$ cat config.mk
export PLATFORM = sky130hd
export DESIGN_NAME = fml_regs
export DESIGN_NICKNAME = d
export VERILOG_FILES = /design/src/common/fml_pkg.sv /design/src/common/fml_ctl_if.sv /design/src/rtl/fml_regs.sv /design/src/rtl/fml_cal_seq.sv /design/src/rtl/fml_entry.sv
export SDC_FILE = /design/constraint.sdc
export NUM_CORES = 1
export LEC_CHECK = 0
export BUFFER_PORTS_ARGS = -buffer_cell sky130_fd_sc_hd__buf_4
export CORE_AREA = 4 4 81 83
export CTS_BUF_LIST = sky130_fd_sc_hd__clkbuf_4
export DETAILED_ROUTE_END_ITERATION = 10
export DIE_AREA = 0 0 85 87
export MAX_ROUTING_LAYER = met4
export PLACE_DENSITY = 0.87
export SYNTH_ARGS = -nofsm -noshare
export SYNTH_HDL_FRONTEND = slang
export SYNTH_HIERARCHICAL = 1
export SYNTH_SLANG_ARGS = --single-unit
$ cat constraint.sdc
create_clock -name core_clk -period 1.4 [get_ports core_clk]
set_input_delay 0.07 -clock core_clk [delete_from_list [all_inputs] [get_ports core_clk]]
set_output_delay 0.07 -clock core_clk [all_outputs]
set_load 0.005 [all_outputs]
$ cat src/common/fml_pkg.sv
// Purpose: Shared constants and helpers for the fast link mode registers
// Assumes: 32-bit register words, byte offsets on an 8-bit address
// Notes:   Rate codes are the 7-bit encodings used by status and control
package fml_pkg;
    // Register map
    localparam int         ADDR_W        = 8;
    localparam int         DATA_W        = 32;
    localparam logic [7:0] OFS_OPT_CAP   = 8'h00;
    localparam logic [7:0] OFS_STATUS    = 8'h04;
    localparam logic [7:0] OFS_CONTROL   = 8'h08;

    // Field positions
    localparam int         RATE_LSB      = 0;
    localparam int         RATE_W        = 7;
    localparam int         DONE_BIT      = 7;
    localparam int         CAL_BIT       = 7;
    localparam int         SEL_HI_LSB    = 8;
    localparam int         ENA_BIT       = 15;
    localparam int         COMP_BIT      = 19;

    // Rate codes
    localparam logic [6:0] RATE_NONE     = 7'h00;
    localparam logic [6:0] RATE_2G5      = 7'h01;
    localparam logic [6:0] RATE_5G       = 7'h02;
    localparam logic [6:0] RATE_8G       = 7'h03;
    localparam logic [6:0] RATE_16G      = 7'h06;
    localparam logic [6:0] RATE_20G      = 7'h0a;
    localparam logic [6:0] RATE_25G      = 7'h0f;
    localparam logic [6:0] RATE_32G      = 7'h16;

    // Reset values
    localparam logic [6:0]  RST_RATE     = 7'h00;
    localparam logic [31:0] RST_WORD     = 32'h0000_0000;

    // Calibration sequencer states, Gray from idle through wait to run; run back to idle flips both bits
    typedef enum logic [1:0]
    {
        FML_CAL_IDLE = 2'b00,
        FML_CAL_WAIT = 2'b01,
        FML_CAL_RUN  = 2'b11
    } fml_cal_st_t;

    // Legal codes of the lower rate select field
    function automatic logic fml_low_ok(input logic [6:0] c);
        fml_low_ok = (c == RATE_NONE) || (c == RATE_8G) ||
                     (c == RATE_16G) || (c == RATE_20G) ||
                     (c == RATE_25G) || (c == RATE_32G);
    endfunction

    // Legal codes of the upper rate select field
    function automatic logic fml_high_ok(input logic [6:0] c);
        fml_high_ok = (c == RATE_NONE) || (c == RATE_16G) ||
                      (c == RATE_20G) || (c == RATE_32G);
    endfunction

    // Legal codes of the negotiated rate
    function automatic logic fml_stat_ok(input logic [6:0] c);
        fml_stat_ok = fml_low_ok(c) || (c == RATE_2G5) || (c == RATE_5G);
    endfunction
endpackage

$ cat src/common/fml_ctl_if.sv
// Purpose: Carries requests and answers between register core and helpers
// Assumes: All signals on core_clk
// Notes:   Requests are one-cycle pulses
`timescale 1ns/1ns
interface fml_ctl_if;
    logic cal_req;
    logic cal_run;
    logic cal_done;
    logic ent_req;
    logic ent_go;

    modport core (output cal_req, output ent_req,
                  input cal_run, input cal_done, input ent_go);
    modport cal  (input cal_req, output cal_run, output cal_done);
    modport ent  (input ent_req, output ent_go);
endinterface

$ cat src/rtl/fml_regs.sv
// Purpose: Status and control registers of the fast link mode
// Assumes: PHY and link inputs are on core_clk; por_rst is power-on
// Notes:   rst is the warm reset; sticky fields survive it when selected
//
// Chosen here: the placing of the registers and the plain strobed port.
`timescale 1ns/1ns

// Summary of operation
// [RULE1] Status bits 6:0 show negotiated fast rate; 0 inactive, 1/2 base.
// [RULE2] Rate status also codes 8, 16, 20, 25 and 32 GT/s.
// [RULE3] Negotiated rate status reads zero after reset.
// [RULE4] Status bit 7 sets when requested calibration finishes.
// [RULE5] Calibration done flag resets to zero.
// [RULE6] Control bits 6:0 select the lower fast rate: none, 8, 16.
// [RULE7] Lower rate select also takes 20, 25 and 32 GT/s.
// [RULE8] Software programs both selects with supported rates before entry.
// [RULE9] Control bits 14:8 select upper rate: none, 16, 20, 32.
// [RULE10] Both rate selects reset to zero.
// [RULE11] Writing one to control bit 7 requests calibration.
// [RULE12] Calibration runs only with link parked in L1, non-D0 state.
// [RULE13] Calibration start bit always reads zero.
// [RULE14] Writing one to bit 15 while zero starts entry at base rates.
// [RULE15] Software never requests entry at other rates or outside PCIe.
// [RULE16] Entry request bit resets to zero.
// [RULE17] With compliance set, control fields are sticky; else plain.
// [RULE18] Optional rate capability register is all reserved.
// [RULE19] Registers exist only when fast mode is supported.
// [RULE20] Status bits 31:8 are reserved and read zero.
// [RULE21] Software sets compliance bit 19 only for compliance tests.
// [RULE22] Sticky fields clear only on power-on reset.
module fml_regs
    import fml_pkg::*;
#(
    parameter bit FAST_MODE_SUPPORTED = 1'b1
)
(
    input  wire logic              core_clk,
    input  wire logic              rst,
    input  wire logic              por_rst,
    input  wire logic [ADDR_W-1:0] rd_addr,
    input  wire logic              rd_en,
    input  wire logic [ADDR_W-1:0] wr_addr,
    input  wire logic              wr_en,
    input  wire logic [DATA_W-1:0] wr_data,
    output logic      [DATA_W-1:0] rd_data,
    input  wire logic [6:0]        phy_fast_rate,
    input  wire logic [6:0]        link_speed,
    input  wire logic              link_pcie_mode,
    input  wire logic              link_in_l1,
    input  wire logic              pm_non_d0,
    input  wire logic              phy_cal_ack,
    output logic                   phy_cal_run,
    output logic                   fast_entry_go,
    output logic      [6:0]        fast_rate_sel_low,
    output logic      [6:0]        fast_rate_sel_high,
    output logic      [6:0]        negotiated_fast_rate,
    output logic                   calib_done_flag,
    output logic                   compliance_sticky_select
);
    // All register state of the bank
    typedef struct packed
    {
        logic [6:0]        sel_lo;
        logic [6:0]        sel_hi;
        logic              ena;
        logic              comp;
        logic [6:0]        rate;
        logic              done;
        logic [DATA_W-1:0] rdata;
        logic              cal_req;
        logic              ent_req;
    } fml_regs_t;

    localparam fml_regs_t RST_ALL = '{
        sel_lo:  RST_RATE,
        sel_hi:  RST_RATE,
        ena:     1'b0,
        comp:    1'b0,
        rate:    RST_RATE,
        done:    1'b0,
        rdata:   RST_WORD,
        cal_req: 1'b0,
        ent_req: 1'b0
    };

    fml_regs_t s_q;
    fml_regs_t s_d;
    fml_ctl_if ctl ();
    logic      wr_ctl;
    logic      seq_rst;

    // Writes land only when the mode exists at all
    assign wr_ctl = wr_en && (wr_addr == OFS_CONTROL) &&
                    FAST_MODE_SUPPORTED; // RULE19

    // Warm reset spares a held calibration request under compliance
    assign seq_rst = por_rst || (rst && !s_q.comp); // RULE17

    // Next state of the bank
    always_comb
    begin
        s_d         = s_q;
        s_d.cal_req = 1'b0;
        s_d.ent_req = 1'b0;
        s_d.rdata   = RST_WORD;

        // Negotiated rate follows the PHY; odd codes are not taken
        if (fml_stat_ok(phy_fast_rate))
            s_d.rate = phy_fast_rate; // RULE1 RULE2

        if (wr_ctl)
        begin
            // Reserved select codes are dropped to keep the PHY sane
            if (fml_low_ok(wr_data[RATE_LSB +: RATE_W]))
                s_d.sel_lo = wr_data[RATE_LSB +: RATE_W]; // RULE6 RULE7
            if (fml_high_ok(wr_data[SEL_HI_LSB +: RATE_W]))
                s_d.sel_hi = wr_data[SEL_HI_LSB +: RATE_W]; // RULE9
            s_d.comp = wr_data[COMP_BIT];
            if (wr_data[CAL_BIT])
            begin
                s_d.cal_req = 1'b1; // RULE11
                s_d.done    = 1'b0;
            end
            // Only a rising write of the enable asks for entry
            if (wr_data[ENA_BIT] && !s_q.ena)
                s_d.ent_req = 1'b1; // RULE14
            s_d.ena = wr_data[ENA_BIT];
        end

        // Completion beats a clear in the same cycle
        if (ctl.cal_done)
            s_d.done = 1'b1; // RULE4

        // Read path, data valid in the following cycle only
        if (rd_en && FAST_MODE_SUPPORTED)
        begin
            if (rd_addr == OFS_STATUS)
            begin
                s_d.rdata[RATE_LSB +: RATE_W] = s_q.rate; // RULE20
                s_d.rdata[DONE_BIT]           = s_q.done;
            end
            else if (rd_addr == OFS_CONTROL)
            begin
                s_d.rdata[RATE_LSB +: RATE_W]   = s_q.sel_lo;
                s_d.rdata[CAL_BIT]              = 1'b0; // RULE13
                s_d.rdata[SEL_HI_LSB +: RATE_W] = s_q.sel_hi;
                s_d.rdata[ENA_BIT]              = s_q.ena;
                s_d.rdata[COMP_BIT]             = s_q.comp;
            end
            else if (rd_addr == OFS_OPT_CAP)
                s_d.rdata = RST_WORD; // RULE18
            else
                s_d.rdata = RST_WORD;
        end

        // Warm reset clears live state; sticky fields may ride through
        if (rst)
        begin
            s_d.rate    = RST_RATE; // RULE3
            s_d.done    = 1'b0; // RULE5
            s_d.rdata   = RST_WORD;
            s_d.cal_req = 1'b0;
            s_d.ent_req = 1'b0;
            if (!s_q.comp)
            begin
                s_d.sel_lo = RST_RATE; // RULE10
                s_d.sel_hi = RST_RATE;
                s_d.ena    = 1'b0; // RULE16
            end
        end

        // Power-on clears everything, the compliance bit too
        if (por_rst)
            s_d = RST_ALL; // RULE22
    end

    always_ff @(posedge core_clk)
        s_q <= s_d;

    assign ctl.cal_req = s_q.cal_req;
    assign ctl.ent_req = s_q.ent_req;

    // Calibration hold-off until the link is parked
    fml_cal_seq fml_cal_seq_inst
    (
        .core_clk    (core_clk),
        .seq_rst     (seq_rst),
        .link_in_l1  (link_in_l1),
        .pm_non_d0   (pm_non_d0),
        .phy_cal_ack (phy_cal_ack),
        .ctl         (ctl.cal)
    );

    // Entry gating on the current link rate
    fml_entry fml_entry_inst
    (
        .core_clk       (core_clk),
        .rst            (rst),
        .link_speed     (link_speed),
        .link_pcie_mode (link_pcie_mode),
        .ctl            (ctl.ent)
    );

    // Outputs, each a flop here or in a helper
    assign rd_data                  = s_q.rdata;
    assign phy_cal_run              = ctl.cal_run;
    assign fast_entry_go            = ctl.ent_go;
    assign fast_rate_sel_low        = s_q.sel_lo;
    assign fast_rate_sel_high       = s_q.sel_hi;
    assign negotiated_fast_rate     = s_q.rate;
    assign calib_done_flag          = s_q.done;
    assign compliance_sticky_select = s_q.comp;

    chk_rate_after_reset: assert property (@(posedge core_clk) // RULE3
        disable iff (por_rst) rst |=> negotiated_fast_rate == RST_RATE)
        else $error("negotiated rate not zero after reset");

    chk_done_after_reset: assert property (@(posedge core_clk) // RULE5
        disable iff (por_rst) rst |=> !calib_done_flag)
        else $error("calibration done not clear after reset");

    chk_done_on_finish: assert property (@(posedge core_clk) // RULE4
        disable iff (rst || por_rst)
        (fml_cal_seq_inst.s_q.st == FML_CAL_RUN) && phy_cal_ack
        |=> ##1 calib_done_flag)
        else $error("calibration finish did not set done flag");

    chk_cal_reads_zero: assert property (@(posedge core_clk) // RULE13
        disable iff (rst || por_rst)
        rd_en && rd_addr == OFS_CONTROL |=> !rd_data[CAL_BIT])
        else $error("calibration start bit read back as one");

    chk_status_rsvd_zero: assert property (@(posedge core_clk) // RULE20
        disable iff (rst || por_rst)
        rd_en && rd_addr == OFS_STATUS
        |=> rd_data[DATA_W-1:DONE_BIT+1] == '0
            && rd_data[RATE_LSB +: RATE_W] == $past(negotiated_fast_rate))
        else $error("status read wrong");

    chk_opt_cap_zero: assert property (@(posedge core_clk) // RULE18
        disable iff (rst || por_rst)
        rd_en && rd_addr == OFS_OPT_CAP |=> rd_data == RST_WORD)
        else $error("optional capability not all zero");

    chk_sel_low_legal: assert property (@(posedge core_clk) // RULE7
        disable iff (por_rst) fml_low_ok(fast_rate_sel_low))
        else $error("lower rate select holds reserved code");

    chk_sel_high_legal: assert property (@(posedge core_clk) // RULE9
        disable iff (por_rst) fml_high_ok(fast_rate_sel_high))
        else $error("upper rate select holds reserved code");

    chk_entry_pulse: assert property (@(posedge core_clk) // RULE14
        disable iff (rst || por_rst)
        wr_ctl && wr_data[ENA_BIT] && !s_q.ena && link_pcie_mode
        && link_speed == RATE_2G5 ##1 link_pcie_mode
        && link_speed == RATE_2G5 |=> fast_entry_go)
        else $error("entry request not forwarded");

    chk_sticky_kept: assert property (@(posedge core_clk) // RULE17
        disable iff (por_rst)
        rst && compliance_sticky_select
        |=> $stable(fast_rate_sel_low) && $stable(fast_rate_sel_high))
        else $error("sticky selects lost over warm reset");

    chk_plain_cleared: assert property (@(posedge core_clk) // RULE10
        disable iff (por_rst)
        rst && !compliance_sticky_select
        |=> fast_rate_sel_low == RST_RATE && !s_q.ena)
        else $error("plain control fields not cleared");

    // Status path follows the PHY; odd codes leave it alone
    chk_rate_follows: assert property (@(posedge core_clk) // RULE1
        disable iff (rst || por_rst)
        !rst && fml_stat_ok(phy_fast_rate)
        |=> negotiated_fast_rate == $past(phy_fast_rate))
        else $error("rate did not follow phy");

    chk_rate_rsvd_kept: assert property (@(posedge core_clk) // RULE2
        disable iff (rst || por_rst)
        !rst && !fml_stat_ok(phy_fast_rate)
        |=> $stable(negotiated_fast_rate))
        else $error("reserved rate code taken");

    chk_rdata_idle: assert property (@(posedge core_clk) // RULE20
        disable iff (rst || por_rst)
        !rd_en
        |=> rd_data == RST_WORD)
        else $error("read data without a read");

    // Calibration request and done flag
    chk_cal_request: assert property (@(posedge core_clk) // RULE11
        disable iff (rst || por_rst)
        !rst && wr_ctl && wr_data[CAL_BIT]
        |=> ctl.cal_req)
        else $error("calibration write gave no request");

    chk_cal_clears_done: assert property (@(posedge core_clk) // RULE4
        disable iff (rst || por_rst)
        wr_ctl && wr_data[CAL_BIT] && !ctl.cal_done
        |=> !calib_done_flag)
        else $error("done flag kept over new start");

    chk_done_held: assert property (@(posedge core_clk) // RULE4
        disable iff (rst || por_rst)
        !rst && calib_done_flag && !(wr_ctl && wr_data[CAL_BIT])
        |=> calib_done_flag)
        else $error("done flag dropped");

    // Entry only on a rising enable, only from base rates
    chk_entry_once: assert property (@(posedge core_clk) // RULE14
        disable iff (rst || por_rst)
        wr_ctl && wr_data[ENA_BIT] && s_q.ena
        |=> !ctl.ent_req)
        else $error("entry asked while enabled");

    chk_entry_gated: assert property (@(posedge core_clk) // RULE14
        disable iff (rst || por_rst)
        fast_entry_go |-> $past(ctl.ent_req) && $past(link_pcie_mode)
        && ($past(link_speed) == RATE_2G5 || $past(link_speed) == RATE_5G))
        else $error("entry pulse not gated");

    // Warm reset spares sticky state, power-on clears all
    chk_por_clears: assert property (@(posedge core_clk) // RULE22
        por_rst
        |=> s_q == RST_ALL)
        else $error("power-on reset left state");

    chk_comp_warm_kept: assert property (@(posedge core_clk) // RULE17
        disable iff (por_rst)
        rst && !wr_ctl
        |=> $stable(compliance_sticky_select))
        else $error("compliance bit lost");

    chk_sel_hi_cleared: assert property (@(posedge core_clk) // RULE10
        disable iff (por_rst)
        rst && !compliance_sticky_select
        |=> fast_rate_sel_high == RST_RATE)
        else $error("upper select not cleared");

    chk_seq_reset_plain: assert property (@(posedge core_clk) // RULE17
        disable iff (por_rst)
        rst && !compliance_sticky_select
        |=> !phy_cal_run)
        else $error("calibration kept over plain reset");
endmodule

$ cat src/rtl/fml_cal_seq.sv
// Purpose: Holds a calibration request until the link is parked, then runs
// Assumes: PHY inputs are on core_clk
// Notes:   Reset is kept off while sticky controls apply
`timescale 1ns/1ns
module fml_cal_seq
    import fml_pkg::*;
(
    input  wire logic core_clk,
    input  wire logic seq_rst,
    input  wire logic link_in_l1,
    input  wire logic pm_non_d0,
    input  wire logic phy_cal_ack,
    fml_ctl_if.cal    ctl
);
    typedef struct packed
    {
        fml_cal_st_t st;
        logic        run;
        logic        done;
    } fml_cal_t;

    fml_cal_t s_q;
    fml_cal_t s_d;

    // Sequencer: wait for parked link, run, report done once
    always_comb
    begin
        s_d      = s_q;
        s_d.done = 1'b0;
        case (s_q.st)
            FML_CAL_IDLE:
                if (ctl.cal_req)
                    s_d.st = FML_CAL_WAIT;
            FML_CAL_WAIT:
                if (link_in_l1 && pm_non_d0)
                begin
                    s_d.st  = FML_CAL_RUN; // RULE12
                    s_d.run = 1'b1;
                end
            FML_CAL_RUN:
                if (phy_cal_ack)
                begin
                    s_d.st   = FML_CAL_IDLE;
                    s_d.run  = 1'b0;
                    s_d.done = 1'b1; // RULE4
                end
            default:
                s_d.st = FML_CAL_IDLE;
        endcase
        if (seq_rst)
            s_d = '{st: FML_CAL_IDLE, run: 1'b0, done: 1'b0};
    end

    always_ff @(posedge core_clk)
        s_q <= s_d;

    assign ctl.cal_run  = s_q.run;
    assign ctl.cal_done = s_q.done;

    chk_cal_parked_link: assert property (@(posedge core_clk) // RULE12
        disable iff (seq_rst) $rose(s_q.run) |-> $past(link_in_l1 && pm_non_d0))
        else $error("calibration began outside parked link");
endmodule

$ cat src/rtl/fml_entry.sv
// Purpose: Gates a fast mode entry request on the current link state
// Assumes: Link state inputs are on core_clk
// Notes:   Requests at other rates are dropped, the outcome is undefined
`timescale 1ns/1ns
module fml_entry
    import fml_pkg::*;
(
    input  wire logic       core_clk,
    input  wire logic       rst,
    input  wire logic [6:0] link_speed,
    input  wire logic       link_pcie_mode,
    fml_ctl_if.ent          ctl
);
    typedef struct packed
    {
        logic go;
    } fml_ent_t;

    fml_ent_t s_q;
    fml_ent_t s_d;

    // Entry allowed only from the two base rates in PCIe mode
    always_comb
    begin
        s_d.go = ctl.ent_req && link_pcie_mode &&
                 (link_speed == RATE_2G5 || link_speed == RATE_5G); // RULE14
        if (rst)
            s_d.go = 1'b0;
    end

    always_ff @(posedge core_clk)
        s_q <= s_d;

    assign ctl.ent_go = s_q.go;
endmodule

==> impl_metrics.ini, run 1 <==
[sta]
drv_slew = 0
worst_slew_pin_slew_ps = 559
timing.fmax_mhz = 717
clock_skew_ps = 5.02
tns_ps = 0
hold_viol_final = 0
holdWs_ps = 19.7
slew_headroom = 0.623
min_period_over_period = 0.996
period_minus_slack_ps = 1390
setup_violations = 0

[setup_path]
crit_path_max_fanout = 5
cp_slowest_cell = dlygate4sd3_1
critPathLaunch = phy_fast_rate[3]
r2r-start = fml_cal_seq_inst/s_q[3]$_SDFFE_PP0P_
cp.required_ps = 1660
cpPeakStageDelay_ps = 540
path_class = input port to flip-flop
rrSetupSlack_ps = 70
crit_arrival_ps = 1660
startpoint_type = input port
critPathCaptureType = flip-flop
crit_end = negotiated_fast_rate[4]$_SDFFE_PP0P_
path_cells = dlygate4sd3_1 -> buf_4 -> or3_1 -> o211a_1 -> o21ai_0 -> a21oi_1
r2r_cells = 3
r2r_end = fml_cal_seq_inst/s_q[3]$_SDFFE_PP0P_

[detailed_routing]
drc = 0
wire_per_inst_microns = 13.4
postRouteAntennaNets = 0
firstDrtPassIters = 5
wl_met2_mm = 3.01
dr_total_vias = 1906
top_layer = met4
dr_wl_met3_microns = 339
drt-met1-wl_mm = 2.13
drt_iter0_drc = 57
drt_wl_total_mm = 5.57
vias_per_cell = 4.58

[layout]
drive_gt1_frac = 0.393
synthToLayoutAreaGrowth_pct = 38.7
postLayoutCoreUtil = 0.548
fin_nets = 411
fill_cells = 551
antenna_cells = 0

[grt]
gr-usage-all-layers = 0.152
antenna_found_initial = 0
grt-ovfl-total = 0
grt_pass1_vias = 1933
grt_pass1_wl_mm = 8.82
grt_max_degree = 22

[die]
io_pins = 128
rows = 28
die-area_sq_um = 7400
start_util = 0.395
die_w_microns = 85
core-area_sq_um = 5850
fp.dieH_microns = 87

[logic_synthesis]
netlist_top_cells_area = dfxtp_1 42%, buf_4 17%, nand2_1 4.1%
postSynthCellCount = 246
yosys.area.top_type_share = 0.415
synth-main-ff-cell = dfxtp_1
synth-seq-cells = 48
synth_area_per_cell_sq_um = 9.40
syn-cell-area_sq_um = 2310
synth-edff-count = 0
ys_warn_count = 6
synth_cell_types = 47
yosysSeqAreaShare = 0.415
yosysTopAreaCell = dfxtp_1
async_reset_ff_frac = 0

[power]
intPower_mw = 1.93
p_per_area_nw_per_um2 = 779
power_frac_comb = 0.129
clkPwrFrac = 0.323
ir_worst_vdd_mv = 0.361
p_seq_frac = 0.548
p_sw_mw = 0.567
swShare = 0.227
leakage_nw = 1.42

[run]
drv_cap = 0

[place]
place.port_buffers = 97
gp_congestion = 0.787
place_hpwl_mm = 4.21

[clocking]
clk_latency_ps = 350
cts.sinks = 48
htreeDepth = 2
cts_buffer_depth = 2
cts_tree = done
root_buffer = clkbuf_4
cts_buffers = 5
path_clk_slew_ps = 140

[min_path]
min-delay-start = phy_fast_rate[5]
holdCritPathClass = input port to flip-flop
whs_path_depth = 4

[outcome]
status = finished clean
==> routing by layer <==
| metal | vias up | global-route usage |
|---|---|---|
| li1 | 961 | - |
| met1 | 874 | 0.158 |
| met2 | 63 | 0.281 |
| met3 | 8 | 0.0341 |
| met4 | 0 | 0.0518 |
| met5 | - | - |
==> how the worst min path moves through the flow <==
stage	to	slack [ps]
floorplan	compliance_sticky_select$_SDFFE_PP0P_	140
CTS	negotiated_fast_rate[1]$_SDFFE_PP0P_	2
global placement	compliance_sticky_select$_SDFFE_PP0P_	260
detailed placement	compliance_sticky_select$_SDFFE_PP0P_	270
global route	fml_entry_inst/ctl.ent_go$_SDFF_PP0_	10
finish	negotiated_fast_rate[1]$_SDFFE_PP0P_	20
==> synthesized netlist by cell type (3+ instances only) <==
| cell | number |
|---|---|
| buf_4 | 53 |
| dfxtp_1 | 48 |
| nand2_1 | 25 |
| a21oi_1 | 14 |
| and2_1 | 10 |
| mux2i_1 | 9 |
| and3_1 | 8 |
| a22o_1 | 7 |
| nand3_1 | 7 |
| inv_1 | 6 |
| o21ai_0 | 6 |
| nor2_1 | 5 |
| clkbuf_1 | 3 |
| nand2b_1 | 3 |
| nor4b_2 | 3 |
==> cells in the final DEF (no fill, tap or decap), drive strengths merged, types with 3 or more instances in the layout <==
cell | Yosys | routed
inv | 6 | 6
nor2 | 6 | 6
nor4b | 3 | 3
o21ai | 6 | 6
mux2i | 9 | 9
a21oi | 14 | 14
nor3 | 3 | 3
clkbuf | 3 | 5
conb | 1 | 15
nand2 | 25 | 25
nand3 | 8 | 8
a22o | 7 | 7
and2 | 10 | 10
dlygate4sd3 | 0 | 24
nand2b | 3 | 3
dfxtp | 48 | 48
nor3b | 4 | 4
and3 | 9 | 9
buf | 55 | 106
==> cells by family after synthesis <==
group	count (synthesis)	share of synthesized area
muxes	10	0.0438
xor gates and xnor gates	1	0.00379
AOI/OAI and AO/OA	38	0.113
DFF	48	0.415
and+or+nand+nor	84	0.231
other	1	0.00162
buffers and inverters	64	0.191
==> area by class of cell <==
class	count	area [sq um]	area share
clock buffer	5	37.5	0.0117
clock inverter	3	42.5	0.0133
inverter	6	22.5	0.00702
multi-input combinational	148	990	0.309
sequential	48	961	0.300
tap	75	93.8	0.0293
timing repair buffer	131	1060	0.331
==> flip-flops by register name, indices dropped and copies added (netlist names), 2 cells and up <==
| name | count |
|---|---|
| fast_rate_sel_high | 7 |
| fast_rate_sel_low | 7 |
| fml_cal_seq_inst/s_q | 2 |
| negotiated_fast_rate | 7 |
| rd_data | 17 |
==> timing repair <==
item	CTS	global route
hold buffers	23	3
hold endpoints to repair	21	3
buffers inserted	0	1
setup endpoints to repair	0	19
gates resized for setup	0	10
==> stage by stage <==
step                      cells  power (mW)  instance area, sq um  worst slack [ps]
after floorplan             260        1.52                  2370               107
after global placement      383        1.64                  2850             -18.7
after detailed placement    383        1.65                  2850             -36.7
after CTS                   414        2.49                  3160              18.3
after global routing        416        2.60                  3210             -13.8
final                       416        2.50                  3210              5.07
==> power by group through the flow <==
stage	Sequential (mW)	Clock [mW]	Combinational (mW)
2_1_floorplan	1.40	0	0.119
6_report	1.37	0.807	0.322
3_3_place_gp	1.40	0	0.243
3_5_place_dp	1.40	0	0.251
4_1_cts	1.37	0.825	0.300
5_1_grt	1.37	0.875	0.351
==> worst max-delay path, delay by kind of cell <==
family	cells	cell delay [ps]
compound gates	3	470
buf+inv	2	690
simple gates	1	420
Power figures use the tool's default switching activity.
==> run 2, diff against run 1 <==
--- a/config.mk
+++ b/config.mk
@@ -7,9 +7,9 @@
 export LEC_CHECK = 0
-export BUFFER_PORTS_ARGS = -buffer_cell sky130_fd_sc_hd__buf_4
-export CORE_AREA = 4 4 81 83
+export CORE_AREA = 4 4 76 78
 export CTS_BUF_LIST = sky130_fd_sc_hd__clkbuf_4
 export DETAILED_ROUTE_END_ITERATION = 10
-export DIE_AREA = 0 0 85 87
+export DIE_AREA = 0 0 80 82
+export DONT_BUFFER_PORTS = 1
 export MAX_ROUTING_LAYER = met4
-export PLACE_DENSITY = 0.87
+export PLACE_DENSITY = 0.74
 export SYNTH_ARGS = -nofsm -noshare
==> constraint.sdc (replaced) <==
create_clock -name core_clk -period 1.4 [get_ports core_clk]
set_input_delay 0.28 -clock core_clk [delete_from_list [all_inputs] [get_ports core_clk]]
set_output_delay 0.28 -clock core_clk [all_outputs]
set_load 0.005 [all_outputs]
==> impl_metrics.ini, run 2 (synthesized netlist as in run 1, its figures left out) <==
[die]
core-area_sq_um = 5070
die-area_sq_um = 6560
io_pins = 128
start_util = 0.456
rows = 26
fp.dieH_microns = 82
die_w_microns = 80

[layout]
layout_common_cells = 48 x dfxtp_1, 25 x nand2_1, 15 x conb_1
largest_register_ffs = 17
synthToLayoutAreaGrowth_pct = -4.27
fin_nets = 289
fin_area_sq_um = 2210
layout_commonest_cell = dfxtp_1
stdcell_count = 289
drive_gt1_frac = 0.155
antenna_cells = 0

[clocking]
root_buffer = clkbuf_4
clk_latency_ps = 350
cts_tree = done
cts_buffers = 5
cts_buffer_depth = 2
cts.sinks = 48
htreeDepth = 2
post_cts_buffers = 0
path_clk_slew_ps = 130

[detailed_routing]
dr_total_vias = 1464
drc = 0
firstDrtPassIters = 4
wire_per_inst_microns = 15.6
vias_per_cell = 5.07
drt_iter0_drc = 128
drt_wl_total_mm = 4.50
postRouteAntennaNets = 0

[grt]
grt_pass1_vias = 1446
grt_max_degree = 22
grt_pass1_wl_mm = 6.91
grt-ovfl-total = 0
antenna_found_initial = 0
gr-usage-all-layers = 0.139

[power]
ir_worst_vdd_mv = 0.451
p_seq_frac = 0.597
power_frac_comb = 0.048
p_per_area_nw_per_um2 = 1030
leakage_nw = 0.814
clkPwrFrac = 0.355
p_sw_mw = 0.486
intPower_mw = 1.81
swShare = 0.212

[setup_path]
cp_slowest_cell = dfxtp_1
path_class = flip-flop to flip-flop
cpPeakStageDelay_ps = 420
crit_path_max_fanout = 6
path_cells = inv_1 -> a21oi_1 -> inv_1 -> or2b_1 -> a21oi_1
startpoint_type = flip-flop
critPathCaptureType = flip-flop
cp.required_ps = 1680
crit_arrival_ps = 1520
r2r_cells = 5

[min_path]
whs_path_depth = 2
holdCritPathClass = input port to flip-flop

[outcome]
status = finished clean

[sta]
setup_violations = 0
hold_viol_final = 0
rsz0062_at_grt = no
min_period_over_period = 0.886
drv_slew = 0
period_minus_slack_ps = 1240
slew_headroom = 0.665
clock_skew_ps = 10.2
worst_slew_pin_slew_ps = 498
timing.fmax_mhz = 806
holdWs_ps = 31.1

[place]
place_hpwl_mm = 3.62
place.port_buffers = 0
placed_cell_area_sq_um = 2120
gp_congestion = 0.719
dpl.cell_count = 280

[run]
drv_cap = 0
==> run 2: power by group through the flow <==
| stage | Sequential [mW] | Combinational [mW] | Clock, mW |
|---|---|---|---|
| final | 1.37 | 0.110 | 0.813 |
| after global routing | 1.37 | 0.125 | 0.907 |
| after CTS | 1.37 | 0.109 | 0.854 |
| after detailed placement | 1.40 | 0.106 | 0 |
| after global placement | 1.40 | 0.104 | 0 |
| after floorplan | 1.40 | 0.120 | 0 |
==> run 2: cell type report <==
type                    instances  area [sq um]
well taps                      70          87.6
clock buffers                   6          45.0
inverters                       6          22.5
multi-input cells             148           968
clock inverters                 2          35.0
flip-flops and latches         48           961
fillers                       532          2860
repair buffers                  9          95.1
==> run 2: path summary, 6_finish.rpt <==
kind                            slack (ps)                                startpoint                                        to
worst min register to register         460  fml_cal_seq_inst/ctl.cal_done$_SDFF_PP0_              calib_done_flag$_SDFFE_PP0P_
worst max-delay path                   160     compliance_sticky_select$_SDFFE_PP0P_      fml_cal_seq_inst/s_q[3]$_SDFFE_PP0P_
worst max register to register         160     compliance_sticky_select$_SDFFE_PP0P_      fml_cal_seq_inst/s_q[3]$_SDFFE_PP0P_
worst min-delay path                    30                               phy_cal_ack  fml_cal_seq_inst/ctl.cal_done$_SDFF_PP0_
==> run 2: metrics by stage <==
| stage | power (mW) | setup TNS [ps] | utilization | worst slack (ps) |
|---|---|---|---|---|
| after floorplan | 1.52 | -113 | - | -37.5 |
| after global placement | 1.50 | -610 | 0.419 | -77.0 |
| after detailed placement | 1.51 | -733 | 0.419 | -117 |
| after CTS | 2.33 | 0 | 0.436 | 131 |
| after global routing | 2.40 | 0 | 0.436 | 16.9 |
| final | 2.29 | 0 | 0.436 | 159 |
==> run 2: worst max-delay path, delay by kind of cell (launching register included) <==
kind	cells	cell delay [ps]
compound gates	2	300
buf+inv	2	200
simple gates	1	260
flops	1	420
==> run 2: routing by layer <==
layer  up-vias  wire (microns)  GRT usage
met4         0              19     0.0338
met1       675            1830      0.159
met2        72            2140      0.225
met3         2             502     0.0603
li1        715               -          -
met5         -               0          -
==> run 2: timing repair <==
| action | 4_1_cts | 5_1_grt |
|---|---|---|
| hold buffers | 1 | 0 |
| gates resized for setup | 0 | 0 |
| endpoints found under the hold margin | 1 | 0 |
